[src/logic/ascp_consts.vh]
`ifndef ASCP_CONSTS_VH
`define ASCP_CONSTS_VH
// character codes
`define ASCP_CH_START   8'h21
`define ASCP_CH_COMMA   8'h2C
`define ASCP_CH_CR      8'h0D
`define ASCP_CH_LF      8'h0A
`define ASCP_CH_0       8'h30
`define ASCP_CH_9       8'h39
`define ASCP_CH_UA      8'h41
`define ASCP_CH_UF      8'h46
`define ASCP_CH_LA      8'h61
`define ASCP_CH_LF_HEX  8'h66
`define ASCP_CH_SP      8'h20
`define ASCP_CH_TILDE   8'h7E
`define ASCP_CH_M       8'h4D
`define ASCP_CH_W       8'h57
// address values
`define ASCP_ADDR_RESET 8'h11
`define ASCP_ADDR_BCAST 8'h00
// memory location holding the bus address
`define ASCP_LOC_ADDR   16'h0076
// the location as it arrives: three decimal text digits
`define ASCP_LOC_TEXT   24'h313138
`define ASCP_LOC_LEN    4'h3
// reply header while held in reset: start plus the reset address
`define ASCP_HDR_RESET  24'h213131
// field sizes
`define ASCP_ARG_MAX    3'h4
`define ASCP_ARG_LEN    4'h8
`define ASCP_ARG_W      64
`endif

[src/logic/ascp_parser.v]
`timescale 1ns/100ps
`include "ascp_consts.vh"
`default_nettype none

module ascp_parser (
	input  wire        sys_clk,
	input  wire        nrst,
	input  wire        bus_485,
	input  wire [7:0]  rx_data,
	input  wire        rx_valid,
	output reg  [15:0] cmd_token,
	output reg  [1:0]  cmd_len,
	output reg  [2:0]  arg_count,
	output reg  [63:0] arg0,
	output reg  [63:0] arg1,
	output reg  [63:0] arg2,
	output reg  [63:0] arg3,
	output reg         cmd_valid,
	output reg         cmd_bcast,
	output reg         frame_err,
	output reg  [7:0]  dev_addr,
	output reg  [23:0] reply_hdr
);

	localparam [5:0] ST_IDLE = 6'h01;
	localparam [5:0] ST_AD1  = 6'h02;
	localparam [5:0] ST_AD2  = 6'h04;
	localparam [5:0] ST_ACOM = 6'h08;
	localparam [5:0] ST_CMD  = 6'h10;
	localparam [5:0] ST_ARG  = 6'h20;

	// hex digit test and value
	function is_hex;
		input [7:0] c;
		begin
			is_hex = (c >= `ASCP_CH_0 && c <= `ASCP_CH_9) ||
				(c >= `ASCP_CH_UA && c <= `ASCP_CH_UF) ||
				(c >= `ASCP_CH_LA && c <= `ASCP_CH_LF_HEX);
		end
	endfunction

	function [3:0] hex_val;
		input [7:0] c;
		begin
			if (c <= `ASCP_CH_9)
				hex_val = c[3:0];
			else
				hex_val = c[3:0] + 4'h9;
		end
	endfunction

	// nibble to upper case ASCII digit, for the reply header
	function [7:0] to_hex;
		input [3:0] n;
		begin
			if (n <= 4'h9)
				to_hex = `ASCP_CH_0 + {4'h0, n};
			else
				to_hex = `ASCP_CH_UA + {4'h0, n} - 8'h0A;
		end
	endfunction

	// argument holding hex text packs to a 16-bit value
	function [15:0] hex_field;
		input [63:0] a;
		input [3:0]  len;
		integer i;
		reg [15:0] v;
		begin
			v = 16'h0000;
			for (i = 0; i < 4; i = i + 1)
				if (i < len)
					v = {v[11:0], hex_val(a[63 - 8*i -: 8])};
			hex_field = v;
		end
	endfunction

	// reset release through two flops
	reg rst_s1_reg;
	reg rst_s2_reg;
	always @(posedge sys_clk or negedge nrst) begin
		if (!nrst) begin
			rst_s1_reg <= 1'b0;
			rst_s2_reg <= 1'b0;
		end else begin
			rst_s1_reg <= 1'b1;
			rst_s2_reg <= rst_s1_reg;
		end
	end
	wire rst_n = rst_s2_reg;

	// mode pin from outside: two flop synchroniser
	reg mode_s1_reg;
	reg mode_s2_reg;
	always @(posedge sys_clk or negedge rst_n) begin
		if (!rst_n) begin
			mode_s1_reg <= 1'b0;
			mode_s2_reg <= 1'b0;
		end else begin
			mode_s1_reg <= bus_485;
			mode_s2_reg <= mode_s1_reg;
		end
	end

	reg  [5:0]  state_reg;
	reg  [7:0]  addr_rx_reg;
	reg         bad_reg;
	reg  [1:0]  clen_reg;
	reg  [15:0] ctok_reg;
	reg  [2:0]  aidx_reg;
	reg  [3:0]  alen_reg;
	reg  [3:0]  alen0_reg;
	reg  [3:0]  alen1_reg;
	reg  [63:0] abuf_reg [0:3];
	wire [7:0]  ch = rx_data;
	wire        printable = (ch >= `ASCP_CH_SP) && (ch <= `ASCP_CH_TILDE);
	wire        take = rx_valid && (ch != `ASCP_CH_LF);

	// frame end decisions, evaluated on the CR byte
	wire        for_bcast = mode_s2_reg && (addr_rx_reg == `ASCP_ADDR_BCAST);
	wire        for_me = !mode_s2_reg || for_bcast ||
		(addr_rx_reg == dev_addr);
	wire        in_body = (state_reg == ST_CMD) || (state_reg == ST_ARG);
	wire        good_end = in_body && !bad_reg && (clen_reg != 2'h0);
	wire        is_mw = (clen_reg == 2'h2) &&
		(ctok_reg == {`ASCP_CH_M, `ASCP_CH_W});
	// memory write arguments come from the in-flight buffer
	wire [15:0] loc_val = hex_field(abuf_reg[0], alen0_reg);
	wire [15:0] new_val = hex_field(abuf_reg[1], alen1_reg);
	wire        loc_dec = (abuf_reg[0][63:40] == `ASCP_LOC_TEXT) &&
		(alen0_reg == `ASCP_LOC_LEN);
	wire        addr_ok = (alen1_reg != 4'h0) && (alen1_reg <= 4'h2) &&
		(new_val[7:0] != `ASCP_ADDR_BCAST);

	// the frame state machine
	always @(posedge sys_clk or negedge rst_n) begin
		if (!rst_n) begin
			state_reg   <= ST_IDLE;
			addr_rx_reg <= 8'h00;
			bad_reg     <= 1'b0;
			clen_reg    <= 2'h0;
			ctok_reg    <= 16'h0000;
			aidx_reg    <= 3'h0;
			alen_reg    <= 4'h0;
			alen0_reg   <= 4'h0;
			alen1_reg   <= 4'h0;
			abuf_reg[0] <= 64'h0;
			abuf_reg[1] <= 64'h0;
			abuf_reg[2] <= 64'h0;
			abuf_reg[3] <= 64'h0;
			cmd_token   <= 16'h0000;
			cmd_len     <= 2'h0;
			arg_count   <= 3'h0;
			arg0        <= 64'h0;
			arg1        <= 64'h0;
			arg2        <= 64'h0;
			arg3        <= 64'h0;
			cmd_valid   <= 1'b0;
			cmd_bcast   <= 1'b0;
			frame_err   <= 1'b0;
			dev_addr    <= `ASCP_ADDR_RESET;
			reply_hdr   <= `ASCP_HDR_RESET;
		end else begin
			cmd_valid <= 1'b0;
			frame_err <= 1'b0;
			reply_hdr <= {`ASCP_CH_START, to_hex(dev_addr[7:4]), to_hex(dev_addr[3:0])};
			if (take) begin
				if (ch == `ASCP_CH_CR) begin
					// end of frame: publish or drop, then rearm
					state_reg <= ST_IDLE;
					if (state_reg != ST_IDLE) begin
						if (good_end && for_me) begin
							cmd_valid <= 1'b1;
							cmd_bcast <= for_bcast;
							cmd_token <= ctok_reg;
							cmd_len   <= clen_reg;
							// an empty field after a trailing comma is not counted
							arg_count <= (state_reg == ST_ARG) ?
								aidx_reg + {2'h0, (alen_reg != 4'h0)} : 3'h0;
							arg0      <= abuf_reg[0];
							arg1      <= abuf_reg[1];
							arg2      <= abuf_reg[2];
							arg3      <= abuf_reg[3];
							if (mode_s2_reg && is_mw && state_reg == ST_ARG &&
								aidx_reg >= 3'h1 && loc_dec && addr_ok)
								dev_addr <= new_val[7:0];
						end else if (!good_end) begin
							frame_err <= 1'b1; // well-formed foreign frames stay silent
						end
					end
				end else if (!printable) begin
					bad_reg <= 1'b1;
				end else begin
					case (state_reg)
					ST_IDLE: begin
						bad_reg  <= 1'b0;
						clen_reg <= 2'h0;
						ctok_reg <= 16'h0000;
						aidx_reg <= 3'h0;
						alen_reg <= 4'h0;
						alen0_reg <= 4'h0;
						alen1_reg <= 4'h0;
						abuf_reg[0] <= 64'h0;
						abuf_reg[1] <= 64'h0;
						abuf_reg[2] <= 64'h0;
						abuf_reg[3] <= 64'h0;
						if (mode_s2_reg) begin
							// bytes before the start character are noise
							if (ch == `ASCP_CH_START)
								state_reg <= ST_AD1;
						end else begin
							state_reg <= ST_CMD;
							if (ch == `ASCP_CH_COMMA || ch == `ASCP_CH_START)
								bad_reg <= 1'b1;
							else begin
								ctok_reg <= {8'h00, ch};
								clen_reg <= 2'h1;
							end
						end
					end
					ST_AD1: begin
						if (!is_hex(ch))
							bad_reg <= 1'b1;
						addr_rx_reg <= {hex_val(ch), 4'h0};
						state_reg   <= ST_AD2;
					end
					ST_AD2: begin
						if (!is_hex(ch))
							bad_reg <= 1'b1;
						addr_rx_reg <= {addr_rx_reg[7:4], hex_val(ch)};
						state_reg   <= ST_ACOM;
					end
					ST_ACOM: begin
						if (ch != `ASCP_CH_COMMA)
							bad_reg <= 1'b1;
						state_reg <= ST_CMD;
					end
					ST_CMD: begin
						if (ch == `ASCP_CH_COMMA) begin
							state_reg <= ST_ARG;
							if (clen_reg == 2'h0)
								bad_reg <= 1'b1;
						end else if (clen_reg == 2'h2) begin
							bad_reg <= 1'b1; // token too long
						end else begin
							ctok_reg <= {ctok_reg[7:0], ch};
							clen_reg <= clen_reg + 2'h1;
						end
					end
					ST_ARG: begin
						if (ch == `ASCP_CH_COMMA) begin
							// trailing comma after the last argument is allowed
							if (aidx_reg == `ASCP_ARG_MAX - 3'h1) begin
								if (alen_reg != 4'h0)
									aidx_reg <= `ASCP_ARG_MAX;
							end else if (aidx_reg == `ASCP_ARG_MAX) begin
								bad_reg <= 1'b1;
							end else begin
								aidx_reg <= aidx_reg + 3'h1;
							end
							alen_reg <= 4'h0;
						end else if (aidx_reg == `ASCP_ARG_MAX) begin
							bad_reg <= 1'b1; // fifth argument
						end else if (alen_reg == `ASCP_ARG_LEN) begin
							bad_reg <= 1'b1; // argument too long to hold
						end else begin
							abuf_reg[aidx_reg[1:0]][63 - 8*alen_reg -: 8] <= ch;
							alen_reg <= alen_reg + 4'h1;
							if (aidx_reg == 3'h0)
								alen0_reg <= alen_reg + 4'h1;
							if (aidx_reg == 3'h1)
								alen1_reg <= alen_reg + 4'h1;
						end
					end
					default: state_reg <= ST_IDLE;
					endcase
				end
			end
		end
	end

endmodule // ascp_parser

`default_nettype wire

[config.mk]
export PLATFORM = sky130hd
export DESIGN_NAME = ascp_parser
export DESIGN_NICKNAME = d
export VERILOG_FILES = /design/src/logic/ascp_parser.v
export VERILOG_INCLUDE_DIRS = /design/src /design/src/logic
export SDC_FILE = /design/constraint.sdc
export NUM_CORES = 1
export LEC_CHECK = 0
export ABC_AREA = 1
export BUFFER_PORTS_ARGS = -buffer_cell sky130_fd_sc_hd__clkbuf_2
export CAP_MARGIN = 20
export CELL_PAD_IN_SITES_DETAIL_PLACEMENT = 0
export CELL_PAD_IN_SITES_GLOBAL_PLACEMENT = 1
export CORE_MARGIN = 5
export CORE_UTILIZATION = 40
export CTS_CLUSTER_SIZE = 8
export DETAILED_ROUTE_END_ITERATION = 6
export PLACE_DENSITY_LB_ADDON = 0.3
export REMOVE_ABC_BUFFERS = 1
export SYNTH_ARGS = -nofsm -noshare
export SYNTH_HDL_FRONTEND = slang
export SYNTH_SLANG_ARGS = --single-unit
[constraint.sdc]
create_clock -name sys_clk -period 17.12 [get_ports sys_clk]
set_clock_uncertainty 0.1 [all_clocks]
set_input_delay 0.856 -clock sys_clk [delete_from_list [all_inputs] [get_ports sys_clk]]
set_output_delay 0.856 -clock sys_clk [all_outputs]
set_load 0.1 [all_outputs]
==> Yosys cells after proc, flatten, opt, wreduce, memory -nomap -nowiden <==
Cells that the tools add are included.
{ "word_totals": {"regBits": 612, "word_cells": 247} }
{ "classes": {"n_addsub": 17, "n_lt_le_gt_ge": 22, "n_eq_ne": 44, "n_reduce_logical": 51, "bitwise": 3, "shift": 2, "muxes": 78} }
{ "ops": {"columns": ["cell", "count"], "rows": [
  ["$mux 256", 3],
  ["$pmux 256 s2", 1],
  ["$bwmux 256", 1],
  ["$demux 64 s2", 1],
  ["$shift 8x34->71 const A", 1],
  ["$shiftx 8x34->71", 1],
  ["$mux 4", 17],
  ["$mux 64", 1],
  ["$mux 8", 7],
  ["$le 8x6->1 const B", 5],
  ["$pmux 6 s6", 1],
  ["$neg 32->34", 1],
  ["$mux 16", 2],
  ["$pmux 16 s2", 1],
  ["$mux 6", 5],
  ["$eq 24x22->1 const B", 1],
  ["$le 8x7->1 const B", 3],
  ["$mux 1", 24],
  ["$pmux 4 s2", 3],
  ["$add 4x4->4 const B", 5],
  ["$logic_and 1x1->1", 19],
  ["$ne 3x3->1 const B", 6],
  ["$add 7x4->8 const A", 2],
  ["$eq 16x15->1 const B", 1],
  ["64 further kinds", 105]
]} }

==> Longest topological paths before layout <==
Gate-level depths: netlist (run 1).
{ "logic_depth": {"ltp_word": 10, "ltp_mapped": 18, "mapped_depth_nobuf": 18} }

==> Worst setup path before layout (run 1) <==
OpenSTA, ideal clock, no wires.
{ "synth_timing": {"path_kind": "input to register", "startpoint": "input port rx_data[1]", "endpoint": "register dev_addr[3]", "t_arrival_ns": 2.597, "stages": 12, "n_path_buf": 1, "required_ns": 16.897, "path_slack_ns": 14.300, "path_cell_list": "inv_1 -> ha_1 -> inv_1 -> nor3_4 -> nand3_1 -> nor4_1 -> nand2_1 -> buf_2 -> nor3_4 -> nand2_2 -> nand2_1 -> nand2_1"} }
{ "synth_between": {"elab_chain_len": 3, "elab_cells_between_ends": 4, "classes_between": "eq/ne: 2; reduce/logical: 2"} }
{ "synth_rtl": {"columns": ["element", "line_no", "rtl"], "rows": [
  ["from (decl)", "ascp_parser.v:9", "input wire [7:0] rx_data,"],
  ["$ne 8x4->1 (no source line)", null, null],
  ["$logic_and 1x1->1", "ascp_parser.v:117", "wire take = rx_valid && (ch != `ASCP_CH_LF);"],
  ["$reduce_and 5->1 (no source line) (*)", null, null],
  ["to (signal assigned)", "ascp_parser.v:161", "dev_addr <= `ASCP_ADDR_RESET;"],
  ["to (signal assigned)", "ascp_parser.v:186", "dev_addr <= new_val[7:0];"],
  ["to (decl)", "ascp_parser.v:21", "output reg [7:0] dev_addr,"]
]} }
Mark *: on every way between the ends. The rest lies on a longest branch, timed or not.
A chain may end at the register's enable or synchronous reset.

==> Final worst setup path (run 1) <==
{ "layout_timing": {"startpoint": "input port rx_data[1]", "endpoint": "register arg0[6]"} }
{ "layout_between": {"elab_chain_len": 3, "elab_cells_between_ends": 4, "classes_between": "eq/ne: 2; reduce/logical: 2"} }
{ "layout_rtl": {"columns": ["element", "line_no", "rtl"], "rows": [
  ["$ne 8x4->1 (no source line)", null, null],
  ["$logic_and 1x1->1", "ascp_parser.v:117", null],
  ["$reduce_and 4->1 (no source line) (*)", null, null],
  ["to (signal assigned)", "ascp_parser.v:180", "arg0 <= abuf_reg[0];"],
  ["to (decl)", "ascp_parser.v:14", "output reg [63:0] arg0,"]
]} }
Marks and branches as above.

==> results of run 1 <==
[layout make-up]
type,count,area (um^2)
Fill cell,5844,32100
Sequential cell,610,15300
Multi-Input combinational cell,1680,8010
Clock buffer,100,2240
Timing Repair Buffer,340,1820
Tap cell,837,1050
Inverter,274,1030
Clock inverter,6,100
[metrics by stage]
stage | area, um^2 | hold slack (ns) | setup TNS, ns | setup WS (ns)
floorplan | 24300 | 0.231 | -734.22 | -1.23
global placement | 27100 | 0.239 | 0 | 12.29
CTS | 29500 | 0.214 | 0 | 12.19
detailed placement | 27100 | 0.241 | 0 | 12.14
finish | 29500 | 0.223 | 0 | 12.79
global route | 29500 | 0.236 | 0 | 12.30
[metal layers]
layer / global-route usage / routed length [um] / vias up / part of all wire
met5: 0 / 0 / - / 0
met4: 0.0672 / 1890 / 0 / 0.026
met3: 0.0470 / 5160 / 113 / 0.070
met2: 0.338 / 33900 / 609 / 0.46
met1: 0.307 / 32800 / 9676 / 0.45
li1: - / - / 9266 / -
[worst reg2reg max path: stages (launching register included)]
cell,delay (ns)
sky130_fd_sc_hd__dfrtp_1,0.39
sky130_fd_sc_hd__nor2_1,0.19
sky130_fd_sc_hd__nand2_1,0.15
sky130_fd_sc_hd__nor3_1,0.16
sky130_fd_sc_hd__buf_4,0.22
sky130_fd_sc_hd__nor2_1,0.09
sky130_fd_sc_hd__nor4_1,0.46
sky130_fd_sc_hd__nand2_4,0.57
sky130_fd_sc_hd__inv_4,0.80
sky130_fd_sc_hd__buf_4,0.72
sky130_fd_sc_hd__nand2_1,0.21
sky130_fd_sc_hd__nand2_1,0.09
[where the power goes]
part	switching (uW)	internal, uW
logic	527	188
registers	87.3	1610
clock network	607	910
total	1220	2710
[synthesized netlist by cell type (all sizes together)]
| master | n | area share |
|---|---|---|
| nand2 | 870 | 0.13 |
| dfrtp | 601 | 0.60 |
| o21ai | 298 | 0.060 |
| inv | 274 | 0.041 |
| o22ai | 129 | 0.032 |
| nor2 | 105 | 0.017 |
| nand3 | 101 | 0.024 |
| buf | 77 | 0.018 |
| o31ai | 45 | 0.014 |
| clkbuf | 38 | 0.0057 |
| ha | 32 | 0.016 |
| nand4 | 21 | 0.0053 |
| xor2 | 13 | 0.0046 |
| nor3 | 12 | 0.0044 |
| a21oi | 11 | 0.0022 |
| dfstp | 9 | 0.0095 |
| nor4 | 8 | 0.0020 |
| o211ai | 5 | 0.0015 |
| or2 | 5 | 0.0013 |
| a31oi | 3 | 0.00075 |
| o21a | 3 | 0.00091 |
| xnor2 | 3 | 0.0011 |
| conb | 2 | 0.00030 |
| a21boi | 1 | 0.00030 |
| and3 | 1 | 0.00025 |
| mux2i | 1 | 0.00040 |
| nor3b | 1 | 0.00030 |
| o2111ai | 1 | 0.00035 |
[worst max path at each step]
| stage | start | end | slack (ns) | depth (start not counted) |
|---|---|---|---|---|
| final | rx_data[1] | arg0[6] | 12.79 | 12 |
| after global routing | rst_n | abuf_reg[215] | 12.30 | 6 |
| after CTS | rst_n | abuf_reg[30] | 12.19 | 4 |
| after detailed placement | rx_data[1] | arg3[30] | 12.14 | 12 |
| after global placement | rx_data[1] | arg2[23] | 12.29 | 12 |
| after floorplan | rst_n | abuf_reg[0] | -1.23 | 0 |
[logic make-up after synthesis]
family,share of synthesized area
other,0.000302
AND/OR/NAND/NOR,0.186
adder cells (fa/ha/maj),0.0161
XOR/XNOR,0.00564
flip-flops,0.614
buffers and inverters,0.0651
AO/OA/AOI/OAI,0.112
multiplexers,0.000403
[layout by cell type (no fill, tap or decap), drive strengths merged, types with 32 or more instances in the layout]
master,Yosys,final
o31ai,45,45
clkbuf,38,413
dfrtp,601,601
o21ai,298,298
o22ai,129,129
ha,32,32
nand2,870,870
nand3,101,101
nor2,105,105
inv,274,277
==> qor.txt, run 1 <==
Clk sink count: 610
Final critical-path share of the clock period: 0.253
Fin. max-slew vios: 0
Wire length per cell after detailed routing: 19.2 um
Clock tree root buffer cell: sky130_fd_sc_hd__clkbuf_16
Crit path largest cell delay: 0.76 ns
Max-cap violations: 0
Fraction of layout cells with a size suffix above 1: 0.162
CP Class: in -> reg
Number of top-level pins: 324
Residual antenna-violating net count after detailed routing: 0
Slowest cell on the critical path: sky130_fd_sc_hd__inv_4
Vias after detailed routing: 19.7k
Initial antenna violation count: 0
Wire length of the first global-routing pass: 115,000 um
CP bufs+invs: 5
DRC viols: 0
Number of hold buffers added after CTS: 1
Syn Std Cell Area: 0.0249 mm^2
Buffer levels on the longest clock path: 3
Register-to-register setup slack: 12.93 ns
Die Area: 0.0672 mm^2
Final nets: 3,036
Relative max-transition margin: 0.0935
Count of cell types in the netlist: 42
Y dimension of the die: 259 um
Final standard cell utilization of the core: 0.479
Max Fclk: 0.231 GHz
Crit path launch type: input port
Clk Latency, worst-skew pair: 0.63 ns
Routed WL: 73,800 um
Global-route usage over all layers: 0.217
Cell Chain, Critical Path: clkbuf_2, inv_1, ha_1, inv_1, nor3_4, nand3_1, nor4_1, nand2_4, inv_4, buf_4, nand2_1, nand2_1
Total count of hold-check failures in the final report: 0
Finished Layout Cells: 3,847
Number of setup buffers added after CTS: 0
Starting DRT DRC Count: 1,550
Post-route minimum period: 4.33 ns
Setup repair after global routing missed its margin: no
CTS tree: done
Initial DRT Pass Iterations: 5
Initial Utilization: 0.404
Number of gates given a new drive strength after cts: 0
Number of synthesized register bits: 610
Register clock-pin slew on the reported worst setup and hold paths: 0.05 ns
Worst vdd rail ir drop: 0.0823 mV
Vias in the first global route: 19.7k
Worst path arrival time: 4.77 ns
Leak: 0.0151 uW
Largest net degree at the start of global routing: 277
Mapped Cells: 2,670
Placed cell count: 3,738
P per Cell Area: 133 mW/mm^2
Via/cell ratio: 5.11
Number of clock buffers inserted by TritonCTS: 86
Area Overhead vs Synth: 18.8%
Worst-Margin Slew: 1.36 ns
FF-to-FF Start: state_reg[1]
Length in cells of the worst reg-to-reg path: 11
Family with the most delay on the worst path: buffers and inverters
H-tree levels: 3
Half-perimeter wire length after detailed placement: 49,200 um
Count of input and output buffers: 313
Endpoint required time on the critical path: 17.57 ns
Total core area: 0.0616 mm^2
Crit end category: flip-flop
Total power consumption of the routed design: 3930 uW
Chip Width: 259 um
Inserted Diodes: 0
Number of warnings issued by yosys: 0
Max reg flops: 256
Residual overflow from global routing: 0
Post-Syn Area per Cell: 9.31 um^2
Largest fanout of any net on the critical path: 84
Capture instance of the worst register-to-register path: arg0[6]
Floorplan row count: 91
Setup violations, final: 0
Kind of path behind the tightest hold check: reg -> async
Placer congestion estimate: 0.850
Sequential share of the synthesized area: 0.614
Result of the run: complete, no violations
Note: power is estimated with default switching activity, not from simulation.
==> inputs of run 2 (changes only) <==
==> constraint.sdc (replaced) <==
create_clock -name sys_clk -period 3.9 [get_ports sys_clk]
set_clock_uncertainty 0.1 [all_clocks]
set_input_delay 0.195 -clock sys_clk [delete_from_list [all_inputs] [get_ports sys_clk]]
set_output_delay 0.195 -clock sys_clk [all_outputs]
set_load 0.1 [all_outputs]
==> qor.txt, run 2 (synthesis results as in run 1) <==
Result of the run: complete, no violations
Most common cell after layout, fill and taps aside: sky130_fd_sc_hd__nand2_1
Initial DRT Pass Iterations: 6 (+1)
Total count of hold-check failures in the final report: 0 (unchanged)
Wire length of the first global-routing pass: 117,000 um (+1.0%)
Routed WL: 74,100 um (+0.38%)
Final nets: 3,059 (+0.76%)
CP bufs+invs: 5 (unchanged)
P per Cell Area: 582 mW/mm^2 (+340%)
DRC viols: 0 (unchanged)
Global-route usage over all layers: 0.219 (+0.00171)
Vias after detailed routing: 19.7k (-0.015%)
Residual overflow from global routing: 0 (unchanged)
Worst-Margin Slew: 1.09 ns (-0.265 ns)
Clock tree root buffer cell: sky130_fd_sc_hd__clkbuf_16
Slowest cell on the critical path: sky130_fd_sc_hd__dlygate4sd3_1
Starting DRT DRC Count: 1,410 (-9.0%)
Residual antenna-violating net count after detailed routing: 0 (unchanged)
Number of top-level pins: 324 (unchanged)
Most used cells in the layout excluding fill and tap cells: sky130_fd_sc_hd__nand2_1 (861), sky130_fd_sc_hd__dfrtp_1 (600), sky130_fd_sc_hd__clkbuf_2 (313)
Total power consumption of the routed design: 17,400 uW (+340%)
Endpoint required time on the critical path: 4.30 ns (-13.27 ns)
Count of input and output buffers: 313 (unchanged)
Register clock-pin slew on the reported worst setup and hold paths: 0.05 ns (about the same)
Buffer levels on the longest clock path: 3 (unchanged)
Initial Utilization: 0.404 (unchanged)
Worst vdd rail ir drop: 0.326 mV (+300%)
Inserted Diodes: 0 (unchanged)
Wire length per cell after detailed routing: 19.1 um (-0.27%)
Leak: 0.0153 uW (+1.0%)
Via/cell ratio: 5.08 (-0.66%)
Sequential Power Share: 0.429 (-0.003)
Relative max-transition margin: 0.270 (+0.177)
Largest fanout of any net on the critical path: 58 (-31%)
Floorplan row count: 91 (unchanged)
Net switching power of the design: 5390 uW (+340%)
Max reg flops: 256 (unchanged)
Fraction of layout cells with a size suffix above 1: 0.165 (+0.00328)
Internal power: 12,000 uW (+340%)
Vias in the first global route: 20.0k (+1.6%)
Largest net degree at the start of global routing: 193 (-30%)
Half-perimeter wire length after detailed placement: 50,300 um (+2.3%)
Finished Layout Cells: 3,872 (+0.65%)
Final critical-path share of the clock period: 0.821
Cell Chain, Critical Path: dlygate4sd3_1, clkbuf_2, inv_1, ha_1, inv_1, nor3_4, nand3_1, nor4_1, nand2_4, buf_4, nor3_4, nand2_2, nand2_1, nand2_1
Area Overhead vs Synth: 20.1%
Y dimension of the die: 259 um (unchanged)
Die Area: 0.0672 mm^2 (unchanged)
Clock share of power: 0.386 (about the same)
Placer congestion estimate: 0.849 (about the same)
Max-cap violations: 0 (unchanged)
Clk sink count: 610 (unchanged)
CTS tree: done
CP Class: in -> reg
H-tree levels: 3 (unchanged)
Fraction of power consumed by combinational cells: 0.185 (+0.003)
Placed cell count: 3,753 (+0.40%)
Crit path launch type: input port
Placement-stage cell area: 0.0274 mm^2 (+1.0%)
Max Fclk: 0.312 GHz
Post-route minimum period: 3.20 ns
Initial antenna violation count: 0 (unchanged)
Setup repair after global routing missed its margin: no
Total core area: 0.0616 mm^2 (unchanged)
Kind of path behind the tightest hold check: in -> reg
Clk Latency, worst-skew pair: 0.62 ns (about the same)
Fin. max-slew vios: 0 (unchanged)
Family with the most delay on the worst path: simple AND/OR/NAND/NOR gates
Chip Width: 259 um (unchanged)
Number of clock buffers inserted by TritonCTS: 86 (unchanged)
Crit path largest cell delay: 0.55 ns (-0.21 ns)
Switching Share: 0.310 (-0.000586)
Setup TNS after final layout: 0 ns (unchanged)
Post-route cell area: 0.0299 mm^2 (+1.1%)
Worst path arrival time: 3.61 ns (-1.16 ns)
Hold slack final: 0.108 ns (-0.115 ns)
Crit end category: flip-flop
Setup violations, final: 0 (unchanged)
## run 2: layout make-up
class / count / area [um^2]
fill: 5876 / 31700
inverter: 274 / 1030
clock buffer: 102 / 2260
clock inverter: 6 / 90.1
multi-input combinational: 1680 / 8010
sequential: 610 / 15300
tap: 837 / 1050
timing repair buffer: 363 / 2140
## run 2: worst paths after layout
check                           depth (start not counted)          from           to  slack, ns
worst min register to register                          0    rst_s1_reg        rst_n       0.24
max in group asynchronous                               1         rst_n      arg1[8]       2.35
worst max-delay path                                   14    rx_data[1]  dev_addr[5]       0.70
worst max register to register                         12  state_reg[1]  dev_addr[5]       0.74
min in group asynchronous                               3          nrst        rst_n       0.34
worst min-delay path                                    5    rx_data[7]      bad_reg       0.11
## run 2: repair_timing
action | 4_1_cts | 5_1_grt
endpoints found under the hold margin | 17 | 0
hold buffers | 11 | 0
buffers inserted | 0 | 0
gates resized for setup | 0 | 0
## run 2: power groups by stage
| stage | Combinational [uW] | Sequential (uW) | Clock (uW) |
|---|---|---|---|
| 6_report | 3210 | 7440 | 6710 |
| 5_1_grt | 3590 | 7510 | 7190 |
| 4_1_cts | 3220 | 7440 | 6890 |
| 3_5_place_dp | 3190 | 7540 | 0 |
| 3_3_place_gp | 3090 | 7510 | 0 |
| 2_1_floorplan | 1960 | 7550 | 0 |
## run 2: tightest hold or removal path, cell delays in order
cell and delay, ns:
sky130_fd_sc_hd__clkbuf_2 0.11, sky130_fd_sc_hd__a21oi_1 0.04, sky130_fd_sc_hd__nand2_1 0.18, sky130_fd_sc_hd__nor3_1 0.08, sky130_fd_sc_hd__o21ai_0 0.17
## run 2: routing by layer
metal | vias to the layer above | track usage | routed length [um]
li1 | 9299 | - | -
met1 | 9685 | 0.299 | 32700
met2 | 565 | 0.346 | 34000
met5 | - | 0 | 0
met4 | 0 | 0.0622 | 1720
met3 | 112 | 0.0599 | 5580
## run 2: per-stage QoR
step | worst slack, ns | util
4_1_cts | 0.758 | 0.485
5_1_grt | 0.442 | 0.485
2_1_floorplan | -14.45 | -
3_3_place_gp | 0.793 | 0.444
3_5_place_dp | 0.669 | 0.445
6_report | 0.697 | 0.485
==> inputs of run 3 (changes only) <==
==> constraint.sdc (replaced) <==
create_clock -name sys_clk -period 2.7 [get_ports sys_clk]
set_clock_uncertainty 0.1 [all_clocks]
set_input_delay 0.135 -clock sys_clk [delete_from_list [all_inputs] [get_ports sys_clk]]
set_output_delay 0.135 -clock sys_clk [all_outputs]
set_load 0.1 [all_outputs]
==> qor.txt, run 3 (synthesis results as in run 1) <==
Hold slack final: 0.0854 ns (-0.0227 ns)
Endpoint required time on the critical path: 3.09 ns (-1.21 ns)
Die Area: 0.0672 mm^2 (unchanged)
DRC viols: 0 (unchanged)
CP bufs+invs: 4 (-1)
Largest fanout of any net on the critical path: 26 (-55%)
Largest net degree at the start of global routing: 93 (-52%)
Residual antenna-violating net count after detailed routing: 0 (unchanged)
Area Overhead vs Synth: 22.4%
P per Cell Area: 833 mW/mm^2 (+43%)
Chip Width: 259 um (unchanged)
Initial Utilization: 0.404 (unchanged)
Routed WL: 74,900 um (+1.2%)
Max-cap violations: 0 (unchanged)
Setup repair after global routing missed its margin: yes
Worst vdd rail ir drop: 0.420 mV (+29%)
Half-perimeter wire length after detailed placement: 51,600 um (+2.5%)
Vias after detailed routing: 19.9k (+1.3%)
Cell Chain, Critical Path: nor2_1, nand2_1, nor3_2, nor2_1, nor4_2, buf_4, nand2_4, inv_6, buf_12, nand2_1, o21ai_0, inv_1
Buffer levels on the longest clock path: 3 (unchanged)
Crit path largest cell delay: 0.38 ns (-0.17 ns)
Placer congestion estimate: 0.848 (-0.13%)
Most common cell after layout, fill and taps aside: sky130_fd_sc_hd__nand2_1
Worst-Margin Slew: 0.669 ns (-0.426 ns)
Post-route minimum period: 2.50 ns
Global routing met2 resource utilization: 0.348 (+0.00168)
Busiest layer in global routing: met2
Setup violations, final: 0 (unchanged)
Global-route usage over all layers: 0.219 (about the same)
Residual overflow from global routing: 0 (unchanged)
Worst setup timing slack at the placement stage: 0.0489 ns (-0.620 ns)
Relative max-transition margin: 0.556 (+0.286)
Clk sink count: 610 (unchanged)
Kind of path behind the tightest hold check: in -> reg
Number of clock buffers inserted by TritonCTS: 86 (unchanged)
Leak: 0.0156 uW (+2.0%)
Number of top-level pins: 324 (unchanged)
CTS tree: done
Final nets: 3,112 (+1.7%)
H-tree levels: 3 (unchanged)
Inserted Diodes: 0 (unchanged)
Family with the most delay on the worst path: simple AND/OR/NAND/NOR gates
Starting DRT DRC Count: 1,359 (-3.6%)
Finished Layout Cells: 3,920 (+1.2%)
Result of the run: complete, no violations
Placed cell count: 3,797 (+1.2%)
Via/cell ratio: 5.08 (about the same)
Clk Latency, worst-skew pair: 0.62 ns (about the same)
GRT met1 Usage: 0.299 (about the same)
Most used cells in the layout excluding fill and tap cells: sky130_fd_sc_hd__nand2_1 (854), sky130_fd_sc_hd__dfrtp_1 (599), sky130_fd_sc_hd__clkbuf_2 (313)
CP Class: reg -> reg
Crit path launch type: flip-flop
Count of input and output buffers: 313 (unchanged)
Total core area: 0.0616 mm^2 (unchanged)
Fin. max-slew vios: 0 (unchanged)
Max Fclk: 0.400 GHz
Y dimension of the die: 259 um (unchanged)
Worst path arrival time: 2.89 ns (-0.72 ns)
Floorplan row count: 91 (unchanged)
Wire length of the first global-routing pass: 117,000 um (+0.18%)
Minimum setup slack in the final design: 0.200 ns (-0.496 ns)
Initial antenna violation count: 0 (unchanged)
Final critical-path share of the clock period: 0.926
Fraction of layout cells with a size suffix above 1: 0.185 (+0.0195)
Met3 Track Usage GR: 0.0580 (-0.00195)
Register clock-pin slew on the reported worst setup and hold paths: 0.05 ns (about the same)
Crit end category: flip-flop
Total count of hold-check failures in the final report: 0 (unchanged)
Clock tree root buffer cell: sky130_fd_sc_hd__clkbuf_16
Initial DRT Pass Iterations: 6 (unchanged)
Wire length per cell after detailed routing: 19.1 um (about the same)
Slowest cell on the critical path: sky130_fd_sc_hd__dfrtp_1
Vias in the first global route: 20.2k (+1.2%)
Max reg flops: 256 (unchanged)
-- run 3: cell types whose count changed in the layout (fill, tap and decap cells not counted), sizes merged --
cell / delta
buf: +49
dlygate4sd3: +2
clkinv: +4
nand2: +1
clkbuf: -4
inv: -5
clkinvlp: +1
-- run 3: worst reg2reg max path: stages, from the launching register on --
cell	delay, ns
sky130_fd_sc_hd__dfrtp_1	0.38
sky130_fd_sc_hd__nor2_1	0.18
sky130_fd_sc_hd__nand2_1	0.15
sky130_fd_sc_hd__nor3_2	0.24
sky130_fd_sc_hd__nor2_1	0.15
sky130_fd_sc_hd__nor4_2	0.22
sky130_fd_sc_hd__buf_4	0.16
sky130_fd_sc_hd__nand2_4	0.15
sky130_fd_sc_hd__inv_6	0.21
sky130_fd_sc_hd__buf_12	0.22
sky130_fd_sc_hd__nand2_1	0.08
sky130_fd_sc_hd__o21ai_0	0.07
sky130_fd_sc_hd__inv_1	0.06
-- run 3: path summary, 6_finish.rpt --
check                        startpoint      endpoint  slack (ns)  cells after the start
setup / recovery           state_reg[1]  cmd_token[4]        0.20                     12
hold / removal                  bus_485   mode_s1_reg        0.09                      2
setup reg to reg           state_reg[1]  cmd_token[4]        0.20                     12
hold reg to reg                   rst_n  state_reg[1]        0.15                      0
max in group asynchronous         rst_n       arg1[5]        1.36                      2
min in group asynchronous         rst_n  state_reg[1]        0.15                      0
-- run 3: layout make-up --
cell class                      count  area (um^2)
Clock inverter                      6          100
Sequential cell                   610        15300
Multi-Input combinational cell   1681         8070
Inverter                          274         1040
Fill cell                        5826        31200
Clock buffer                       97         2240
Tap cell                          837         1050
Timing Repair Buffer              415         2680
-- run 3: report_power, final --
group	switching [uW]	total [uW]	internal [uW]	leakage, uW
clock network	3860	9630	5770	0.00114
registers	524	10700	10200	0.00839
logic	3520	5020	1500	0.00603
-- run 3: stage by stage --
stage               power [uW]  setup TNS [ns]  area [um^2]   util
global route             26600          -0.410        30400  0.494
floorplan                13700               -        24300      -
CTS                      25500               0        30300  0.492
global placement         15600               0        27800  0.452
finish                   25400               0        30400  0.494
detailed placement       15700               0        27800  0.452
-- run 3: per-layer routing --
metal  share of wire  up-vias
li1                -     9416
met1            0.44     9821
met2            0.46      561
met3           0.074      125
met4           0.024        0
met5               0        -
-- run 3: repair_timing --
action | in CTS | in global routing
gates resized for setup | 0 | 26
setup buffers | 0 | 5
hold buffers | 13 | 0
endpoints found under the hold margin | 19 | 0
setup endpoints to repair | 0 | 356
